--- config.mk ---
export PLATFORM = sky130hd
export DESIGN_NAME = rbt_xcvr
export DESIGN_NICKNAME = d
export VERILOG_FILES = /design/src/hdl/rbt_pkg.sv /design/src/hdl/rbt_xcvr.sv
export SDC_FILE = /design/constraint.sdc
export NUM_CORES = 1
export LEC_CHECK = 0
export ABC_AREA = 1
export BUFFER_PORTS_ARGS = -buffer_cell sky130_fd_sc_hd__buf_2
export CAP_MARGIN = 10
export CORE_MARGIN = 2
export CORE_UTILIZATION = 40
export CTS_BUF_LIST = sky130_fd_sc_hd__clkbuf_2 sky130_fd_sc_hd__clkbuf_4 sky130_fd_sc_hd__clkbuf_8
export DETAILED_ROUTE_END_ITERATION = 12
export PLACE_DENSITY = 0.67
export SLEW_MARGIN = 15
export SYNTH_ARGS = -nofsm -noshare
export SYNTH_HDL_FRONTEND = slang
export SYNTH_SLANG_ARGS = --single-unit
--- constraint.sdc ---
create_clock -name pclk -period 2.9 [get_ports pclk]
set_clock_uncertainty 0.2 [all_clocks]
set_input_delay 0.87 -clock pclk [delete_from_list [all_inputs] [get_ports pclk]]
set_output_delay 0.87 -clock pclk [all_outputs]
set_load 0.05 [all_outputs]
--- src/hdl/rbt_pkg.sv ---
// Constants, field layouts and carrier types of the registered transceiver
package rbt_pkg;

    // Lane geometry: two independent halves of eight lanes
    localparam int RBT_HALVES = 2;
    localparam int RBT_LANES  = 8;
    localparam int RBT_WIDTH  = RBT_HALVES * RBT_LANES;

    // APB geometry
    localparam int RBT_ADDR_W = 12;
    localparam int RBT_DATA_W = 32;

    // Register byte offsets
    localparam logic [11:0] RBT_CTRL0_OFF = 12'h000;
    localparam logic [11:0] RBT_CTRL1_OFF = 12'h004;
    localparam logic [11:0] RBT_STORE_OFF = 12'h008;
    localparam logic [11:0] RBT_LANES_OFF = 12'h00c;
    localparam logic [11:0] RBT_MODE_OFF  = 12'h010;
    localparam logic [11:0] RBT_CTRL_STEP = 12'h004;

    // Per-half control word, bit 0 is b_drive_enable
    typedef struct packed {
        logic b_capture_clock;
        logic a_capture_clock;
        logic b_to_a_source_select;
        logic a_to_b_source_select;
        logic a_drive_enable_low;
        logic b_drive_enable;
    } rbt_ctrl_type;

    localparam int           RBT_CTRL_W   = 6;
    // Reset leaves both sides undriven: isolation
    localparam rbt_ctrl_type RBT_CTRL_RST = rbt_ctrl_type'(6'h02);

    // Per-half mode status, four bits per half in the mode register
    typedef struct packed {
        logic exchange;
        logic static_hold;
        logic b_driving;
        logic a_driving;
    } rbt_mode_type;

    localparam int RBT_MODE_W = 4;

    // Word layout of the store and lane registers
    typedef struct packed {
        logic [15:0] b;
        logic [15:0] a;
    } rbt_pair_type;

endpackage : rbt_pkg

--- src/hdl/rbt_xcvr.sv ---
// Registered two-half bus transceiver with APB control
//
// Function
// - Two independent eight-lane halves, own controls
// - Capture clocks store their bus on rising edge
// - Capture never gated by enables or selects
// - B drivers on when enable is high
// - A drivers on when enable is low
// - B follows live A when select low
// - B driven from A store when select high
// - A follows live B when select low
// - A driven from B store when select high
// - Isolation: both inputs, registers still capture
// - Real-time A to B: both registers get A
// - Real-time B to A: both registers get B
// - Both stored and driven: contents cross over
// - Both real-time driven: lanes hold their value
// - Undriven lanes keep their last level
`timescale 1ns/1ns

////////////////////////////////////////////////////////////////////////////
// Operating summary, per half, control word bits as in the package
//
// Drive enables
//   b_drive_enable high        : half drives its B lanes
//   a_drive_enable_low low     : half drives its A lanes
//   Both off                   : isolation, both buses are inputs
//
// Source selects
//   a_to_b_source_select low   : B carries the live A level
//   a_to_b_source_select high  : B carries the A store
//   b_to_a_source_select low   : A carries the live B level
//   b_to_a_source_select high  : A carries the B store
//
// Capture clocks
//   Each is a control bit; a write taking it from 0 to 1 is one edge
//   Capture ignores enables and selects, so isolation still stores
//   Software must write 0 then 1 again for each further capture
//
// Special combinations
//   Both driving, both live    : lanes hold their own level
//   Both driving, both stored  : the two stores cross over
//   Real-time one way, both clocks rising: both stores get one value
//
// Timing
//   Lane outputs are registered: a live path lags its input by one
//   pclk, the price of every pin coming straight from a flop
//   A capture lands one pclk edge after the writing APB edge
//   The stores have no reset and read unknown until captured
//
// Reset
//   Control returns to isolation, lane flops and keepers clear to zero
//   The stores keep whatever they held: they have no reset at all
//
// Limitations
//   Contention is not detected: partners must release first
//   The keeper is a flop standing in for a weak hold circuit
//   Half 1 sits at the next word; halves never share a control bit
////////////////////////////////////////////////////////////////////////////

module rbt_xcvr
    import rbt_pkg::*;
(
    // Clock and reset
    input  wire logic                  pclk,
    input  wire logic                  presetn,
    // APB slave
    input  wire logic                  psel,
    input  wire logic                  penable,
    input  wire logic                  pwrite,
    input  wire logic [RBT_ADDR_W-1:0] paddr,
    input  wire logic [RBT_DATA_W-1:0] pwdata,
    output logic      [RBT_DATA_W-1:0] prdata,
    output logic                       pready,
    output logic                       pslverr,
    // A bus lanes
    input  wire logic [RBT_WIDTH-1:0]  a_bus_lane_i,
    input  wire logic [RBT_WIDTH-1:0]  a_bus_lane_ext_oe,
    output logic      [RBT_WIDTH-1:0]  a_bus_lane_o,
    output logic      [RBT_WIDTH-1:0]  a_bus_lane_oe,
    output logic      [RBT_WIDTH-1:0]  a_bus_lane_hold,
    // B bus lanes
    input  wire logic [RBT_WIDTH-1:0]  b_bus_lane_i,
    input  wire logic [RBT_WIDTH-1:0]  b_bus_lane_ext_oe,
    output logic      [RBT_WIDTH-1:0]  b_bus_lane_o,
    output logic      [RBT_WIDTH-1:0]  b_bus_lane_oe,
    output logic      [RBT_WIDTH-1:0]  b_bus_lane_hold
);

    ////////////////////////////////////////////////////////////////////////
    // APB decode

    logic                  pready_r;
    logic                  pslverr_r;
    logic [RBT_DATA_W-1:0] prdata_r;

    // Access phase is always the cycle after setup: one fixed wait-free
    // answer keeps the slave simple and its timing predictable
    wire setup_w    = psel & ~penable;
    wire access_w   = psel & penable & pready_r;
    wire wr_take_w  = access_w & pwrite;

    // Full-address match only: an alias would let a stray write land
    // on a control word and switch drivers without warning
    wire hit_ctrl0  = (paddr == RBT_CTRL0_OFF);
    wire hit_ctrl1  = (paddr == RBT_CTRL1_OFF);
    wire hit_store  = (paddr == RBT_STORE_OFF);
    wire hit_lanes  = (paddr == RBT_LANES_OFF);
    wire hit_mode   = (paddr == RBT_MODE_OFF);
    wire hit_any    = hit_ctrl0 | hit_ctrl1 | hit_store | hit_lanes
                    | hit_mode;

    ////////////////////////////////////////////////////////////////////////
    // Per-half state

    // One entry per half; the halves share only the APB port
    rbt_ctrl_type    ctrl_r     [RBT_HALVES];
    logic            a_clk_d_r  [RBT_HALVES];
    logic            b_clk_d_r  [RBT_HALVES];
    logic [7:0]      a_store_r  [RBT_HALVES];
    logic [7:0]      b_store_r  [RBT_HALVES];
    logic [7:0]      a_out_r    [RBT_HALVES];
    logic [7:0]      b_out_r    [RBT_HALVES];
    logic [7:0]      a_oe_r     [RBT_HALVES];
    logic [7:0]      b_oe_r     [RBT_HALVES];
    logic [7:0]      a_keep_r   [RBT_HALVES];
    logic [7:0]      b_keep_r   [RBT_HALVES];
    rbt_mode_type    mode_w     [RBT_HALVES];
    logic [RBT_CTRL_W-1:0] ctrl_rd_w [RBT_HALVES];

    logic [RBT_WIDTH-1:0] a_store_all;
    logic [RBT_WIDTH-1:0] b_store_all;
    logic [RBT_WIDTH-1:0] a_keep_all;
    logic [RBT_WIDTH-1:0] b_keep_all;
    logic [RBT_HALVES*RBT_MODE_W-1:0] mode_all;

    genvar h;
    generate
        for (h = 0; h < RBT_HALVES; h++) begin : g_half
            // Per-half data path
            //   a_pin / b_pin : what the lane carries without our drive
            //   a_src / b_src : what we would put on the lane
            //   a_eff / b_eff : what the lane carries, our drive first
            //   Captures and the keeper both take the _eff level, so a
            //   store holds what a probe on the pin would show, save on a live drive, which the pin shows one pclk later
            // Pin slices of this half; each half is blind to the other
            wire [7:0] a_in   = a_bus_lane_i[h*RBT_LANES +: RBT_LANES];
            wire [7:0] a_ext  = a_bus_lane_ext_oe[h*RBT_LANES +: RBT_LANES];
            wire [7:0] b_in   = b_bus_lane_i[h*RBT_LANES +: RBT_LANES];
            wire [7:0] b_ext  = b_bus_lane_ext_oe[h*RBT_LANES +: RBT_LANES];

            // Control decode of this half
            wire hit_me   = (paddr == RBT_CTRL0_OFF
                            + RBT_CTRL_STEP * 12'(h));
            wire b_on     = ctrl_r[h].b_drive_enable;
            wire a_on     = ~ctrl_r[h].a_drive_enable_low;
            wire sel_ab   = ctrl_r[h].a_to_b_source_select;
            wire sel_ba   = ctrl_r[h].b_to_a_source_select;
            wire a_rise   = ctrl_r[h].a_capture_clock & ~a_clk_d_r[h];
            wire b_rise   = ctrl_r[h].b_capture_clock & ~b_clk_d_r[h];

            // Level seen on a lane nobody else drives comes from the keeper
            wire [7:0] a_pin = (a_ext & a_in) | (~a_ext & a_keep_r[h]);
            wire [7:0] b_pin = (b_ext & b_in) | (~b_ext & b_keep_r[h]);

            // Both directions live would loop; each lane holds its level
            wire hold_w = a_on & b_on & ~sel_ab & ~sel_ba;

            // Source for each direction, stored or live
            // On hold each lane replays its own last level from the
            // keeper, not the opposite bus, so the sides never trade
            wire [7:0] b_src = hold_w ? b_keep_r[h] :
                               sel_ab ? a_store_r[h] :
                                        a_pin;
            wire [7:0] a_src = hold_w ? a_keep_r[h] :
                               sel_ba ? b_store_r[h] :
                                        b_pin;

            // Bus level as it stands, our drive taking precedence
            wire [7:0] a_eff = a_on ? a_src : a_pin;
            wire [7:0] b_eff = b_on ? b_src : b_pin;

            // Control register, written only in the access phase;
            // a setup cycle alone never disturbs the lanes
            always_ff @(posedge pclk or negedge presetn) begin
                if (!presetn) begin
                    ctrl_r[h] <= RBT_CTRL_RST;
                end else if (wr_take_w && hit_me) begin
                    ctrl_r[h] <= rbt_ctrl_type'(pwdata[RBT_CTRL_W-1:0]);
                end
            end

            // Previous capture clock levels for edge detection; reset
            // low like the control bits, so reset makes no false edge
            always_ff @(posedge pclk or negedge presetn) begin
                if (!presetn) begin
                    a_clk_d_r[h] <= 1'b0;
                    b_clk_d_r[h] <= 1'b0;
                end else begin
                    a_clk_d_r[h] <= ctrl_r[h].a_capture_clock;
                    b_clk_d_r[h] <= ctrl_r[h].b_capture_clock;
                end
            end

            // Storage has no reset: stays unknown until first capture
            always_ff @(posedge pclk) begin
                if (a_rise) begin
                    a_store_r[h] <= a_eff;
                end
            end

            // B side store, independent of the A side clock
            always_ff @(posedge pclk) begin
                if (b_rise) begin
                    b_store_r[h] <= b_eff;
                end
            end

            // Lane drivers, registered so every pin comes from a flop;
            // value and enable move on one edge, never a new enable
            // with an old value
            always_ff @(posedge pclk or negedge presetn) begin
                if (!presetn) begin
                    a_out_r[h] <= 8'h00;
                    b_out_r[h] <= 8'h00;
                    a_oe_r[h]  <= 8'h00;
                    b_oe_r[h]  <= 8'h00;
                end else begin
                    a_out_r[h] <= a_src;
                    b_out_r[h] <= b_src;
                    a_oe_r[h]  <= {8{a_on}};
                    b_oe_r[h]  <= {8{b_on}};
                end
            end

            // Bus keeper follows whatever level the lane carries; its
            // zero after reset stands in for an unknown hold level
            always_ff @(posedge pclk or negedge presetn) begin
                if (!presetn) begin
                    a_keep_r[h] <= 8'h00;
                    b_keep_r[h] <= 8'h00;
                end else begin
                    a_keep_r[h] <= a_eff;
                    b_keep_r[h] <= b_eff;
                end
            end

            // Status and read-back packing, decoded from the live
            // control word so it never lags what the lanes do
            assign mode_w[h].a_driving   = a_on;
            assign mode_w[h].b_driving   = b_on;
            assign mode_w[h].static_hold = hold_w;
            assign mode_w[h].exchange    = a_on & b_on & sel_ab & sel_ba;
            assign ctrl_rd_w[h]          = ctrl_r[h];

            assign a_store_all[h*RBT_LANES +: RBT_LANES] = a_store_r[h];
            assign b_store_all[h*RBT_LANES +: RBT_LANES] = b_store_r[h];
            assign a_keep_all[h*RBT_LANES +: RBT_LANES]  = a_keep_r[h];
            assign b_keep_all[h*RBT_LANES +: RBT_LANES]  = b_keep_r[h];
            assign mode_all[h*RBT_MODE_W +: RBT_MODE_W]  = mode_w[h];

            // Pins straight from the flops
            assign a_bus_lane_o[h*RBT_LANES +: RBT_LANES]    = a_out_r[h];
            assign b_bus_lane_o[h*RBT_LANES +: RBT_LANES]    = b_out_r[h];
            assign a_bus_lane_oe[h*RBT_LANES +: RBT_LANES]   = a_oe_r[h];
            assign b_bus_lane_oe[h*RBT_LANES +: RBT_LANES]   = b_oe_r[h];
            assign a_bus_lane_hold[h*RBT_LANES +: RBT_LANES] = a_keep_r[h];
            assign b_bus_lane_hold[h*RBT_LANES +: RBT_LANES] = b_keep_r[h];
        end
    endgenerate

    ////////////////////////////////////////////////////////////////////////
    // Read data selection
    //
    // Register map, one aligned word each
    //   CTRL0  half 0 control word, read/write
    //   CTRL1  half 1 control word, read/write
    //   STORE  A stores in the low half, B stores in the high half
    //   LANES  keeper levels, same layout as STORE
    //   MODE   four status bits per half:
    //          a_driving, b_driving, static_hold, exchange
    //   Writes to the read-only words are dropped without error;
    //   any other address answers with pslverr and reads zero
    //   Unused upper bits of every word read as zero

    rbt_pair_type store_word;
    rbt_pair_type lanes_word;

    assign store_word.a = a_store_all;
    assign store_word.b = b_store_all;
    assign lanes_word.a = a_keep_all;
    assign lanes_word.b = b_keep_all;

    // Unused bits above each field read as zero
    wire [RBT_DATA_W-1:0] rd_ctrl0 = {26'h0, ctrl_rd_w[0]};
    wire [RBT_DATA_W-1:0] rd_ctrl1 = {26'h0, ctrl_rd_w[1]};
    wire [RBT_DATA_W-1:0] rd_mode  = {24'h0, mode_all};

    wire [RBT_DATA_W-1:0] rd_data_w =
        hit_ctrl0 ? rd_ctrl0 :
        hit_ctrl1 ? rd_ctrl1 :
        hit_store ? store_word :
        hit_lanes ? lanes_word :
        hit_mode  ? rd_mode :
                    32'h0;

    ////////////////////////////////////////////////////////////////////////
    // APB answer: ready and data set up during the setup cycle.
    // Every transfer takes exactly one access cycle; read data is
    // held only while pready stands and is zero otherwise, so a
    // master must take it at the edge that samples pready high

    always_ff @(posedge pclk or negedge presetn) begin
        if (!presetn) begin
            pready_r  <= 1'b0;
            pslverr_r <= 1'b0;
            prdata_r  <= 32'h0;
        end else begin
            pready_r  <= setup_w;
            pslverr_r <= setup_w & ~hit_any;   // Unmapped address only
            // Store word may read unknown before first capture
            prdata_r  <= (setup_w & ~pwrite) ? rd_data_w : 32'h0;
        end
    end

    assign pready  = pready_r;
    assign pslverr = pslverr_r;
    assign prdata  = prdata_r;

endmodule : rbt_xcvr

==> results.md <==
- Nets@finish: between 1000 and 1500
- Switching share of power: 28.3%
- CP bufs+invs: 1
- Hold_buf cts: 0
- P per Cell Area: between 500 and 600 mW/mm^2
- Post-DP HPWL: 13000 microns
- Hold Crit Class: in -> async
- Crit-path slowest cell: dfrtp_1
- Switch Pwr: 1.33 mW
- Core area: 0.0160 sq mm
- Leading post-synthesis cells by cell area: dfrtp_1 (44%), edfxtp_1 (15%), nand2_1 (8.7%)
- Synth top area share: roughly 44%
- Detail Route Antenna Nets: 0
- Fin area: 0.00820 sq mm
- Static leakage: 3.97 nW
- Synth unique cells: 30
- CTS clk-pin slew, worst paths: 0.08 ns
- Grt ovf: 0
- Die W: 132 microns
- Register area: 0.00392 sq mm
- Final RePlAce weighted congestion: 0.884
- Worst Setup End Kind: primary output
- DIE AREA: 0.0175 sq mm
- Avg WL per Cell: around 16 microns
- Seq pwr share: 48.7%
- Synthesized area: 0.00659 sq mm
- CP Max Fanout: 8
- Num Clock Sinks: 150
- Final setup vio count: 0
- Register bit total from synthesis: 150
- Slew @ Worst Pin: roughly 0.86 ns
- Post-synth top flop: dfrtp_1
- Remaining DRCs: 0
- Post-layout minimum cycle time: 2.25 ns
- Multi-input logic area: 0.00207 sq mm
- Site row count: 46
- Share of layout cells above drive strength 1: a little under a third
- CP required: about 1.8 ns
- Setup repair after global routing missed its margin: no
- Post-CTS Setup Bufs: 0
- Placed instance area: a little under 0.008 sq mm
- Area delta synth->final: 24.6%
- WL final: 17800 microns
- Io pins: roughly 240
- DR vias: approximately 5600
- Comb pwr share: between 10% and 20%
- CTS tree: yes
- Post_cts resized: 0
- Vias per cell: about 5
- PortBufs: 216
- Placed insts: 1108
- Root Buffer: clkbuf_8
- Count of final hold-check violations: 0
- Gate Count Post-Synth: 712
- Number of enable flip-flop cells after synthesis: 32
- Fillers: between 1500 and 2000
- Syn_nets: 825
- Final max-slew violation count: 0
- CP startpoint kind: flop
- Synth cell count leaders: nand2_1 (153), dfrtp_1 (116), o21ai_0 (87), inv_1 (54), a21oi_1 (52)
- Max Freq: 444 MHz
- Syn Area/Cell: 9.25 sq um
- Synth area leader: dfrtp_1
- Sequential element share of the synthesized area: about three fifths
- Post-Route Setup TNS: 0 ns
- Crit path DAT: about 1.2 ns
- Internal Power: 3.37 mW
- Fin crit share: 77.6%
- First-pass GRT wire length: 28300 microns
- Ant diodes: 0
- Clk network pwr share: between 30% and 40%
- Ys Warns: 0
- Initial antenna violation count: 0
- Crit-path cells: buf_2
- Worst path max stage delay: 0.43 ns
- Total CTS buffers: 17
- Die height: 132 microns
- Most common cell in the synthesized netlist: nand2_1
- Max_cap viols: 0
- Vias in the first global route: between 5000 and 6000
- CP Class: reg -> out
- CP delay by family, top: flip-flops
- Overall Global Routing Usage: between 20% and 30%
- DRT Pass-1 Iters: 5
- Maximum clock path buffer count: 2
- Async S/R FF share, synth: around four fifths
- Worst skew pair latency: 0.45 ns
- Starting Density: 41.2%
- Non-filler cells, final: 1140
- Peak VDD IR: 0.000303 V
- Htree depth: 4
- Pin count of the biggest net entering global routing: 40
- Status: finished clean
- Rel. slew slack: between 40% and 50%
- First DRT Iteration DRCs: ~400
[metal layers]
metal	up-vias	global-route usage, %	routed length [microns]
met3	21	4.38	1270
met1	2617	28.6	7890
met5	-	0	0
li1	2727	-	-
met2	248	32.8	8300
met4	0	7.95	325
[flip-flops by register name, summed over array words and instances, names as in the netlist, 6 cells and up]
signal / flops
b_bus_lane_hold: 16
prdata: 32
ctrl_r: 6
b_store_r: 16
b_bus_lane_o: 16
a_bus_lane_o: 16
a_bus_lane_hold: 16
a_store_r: 16
[power by group through the flow]
| stage | logic (mW) | clock network (mW) | registers (mW) |
|---|---|---|---|
| 2_1_floorplan | 0.160 | 0 | 2.62 |
| 3_3_place_gp | 0.705 | 0 | 2.33 |
| 3_5_place_dp | 0.712 | 0 | 2.33 |
| 4_1_cts | 0.713 | 1.73 | 2.29 |
| 5_1_grt | 0.767 | 1.83 | 2.30 |
| 6_report | 0.709 | 1.70 | 2.29 |
[area by class of cell]
class | count | share of cell area (%)
clock buffers | 23 | 3.71
clock inverters | 9 | 1.53
inverters | 59 | 2.76
multi-input cells | 444 | 25.2
flip-flops and latches | 150 | 47.7
well taps | 216 | 3.29
repair buffers | 239 | 15.8
[kinds of logic (layout without fill, tap and decap cells)]
kind of cell / count (synthesis) / count (layout) / share of synthesized area (%)
buffers and inverters: 118 / 330 / 9.14
and+or+nand+nor: 259 / 259 / 16.4
AOI/OAI and AO/OA: 185 / 185 / 15.0
DFF: 150 / 150 / 59.5
[cell usage in the layout, fill, tap and decap left out, types with 2 or more instances in the layout]
master,synthesis,routed
buf_2,12,215
dfrtp_1,116,116
nor3_1,2,2
o21ai_2,6,6
clkbuf_8,0,21
clkbuf_4,0,2
edfxtp_1,32,32
a21oi_1,52,52
o21ai_0,87,87
inv_1,54,54
nor2_2,4,4
clkinv_1,2,2
o21ai_1,24,24
nand3_1,46,46
nand2_2,2,2
clkinv_2,2,6
buf_12,0,3
o211ai_1,15,15
bufinv_16,0,3
buf_4,29,21
dfstp_2,2,2
clkinvlp_4,0,2
nor2_1,46,46
nand2_1,153,153
[path summary, 6_finish.rpt]
path / endpoint / start / slack, ns / depth (start not counted)
worst max-delay path: b_bus_lane_oe[11] / b_bus_lane_oe[8] / 0.65 / 1
worst min-delay path: a_bus_lane_o[10] / presetn / 0.15 / 1
worst max register to register: a_store_r[0][4] / g_half[0].sel_ab / 0.65 / 6
worst min register to register: a_clk_d_r[0] / ctrl_r[4] / 0.20 / 0
max in group asynchronous: prdata[13] / presetn / 1.73 / 2
min in group pclk: a_clk_d_r[0] / ctrl_r[4] / 0.20 / 0
[through the flow]
stage | utilization (%) | worst slack [ns] | total power, mW | hold WS (ns)
floorplan | - | 0.782 | 2.78 | 0.172
global placement | 48.6 | 0.312 | 3.04 | 0.186
detailed placement | 48.6 | 0.300 | 3.05 | 0.184
CTS | 51.3 | 0.595 | 4.74 | 0.128
global route | 51.3 | 0.496 | 4.90 | 0.140
finish | 51.3 | 0.650 | 4.70 | 0.147
No activity file was read; power rests on OpenSTA's default activity.
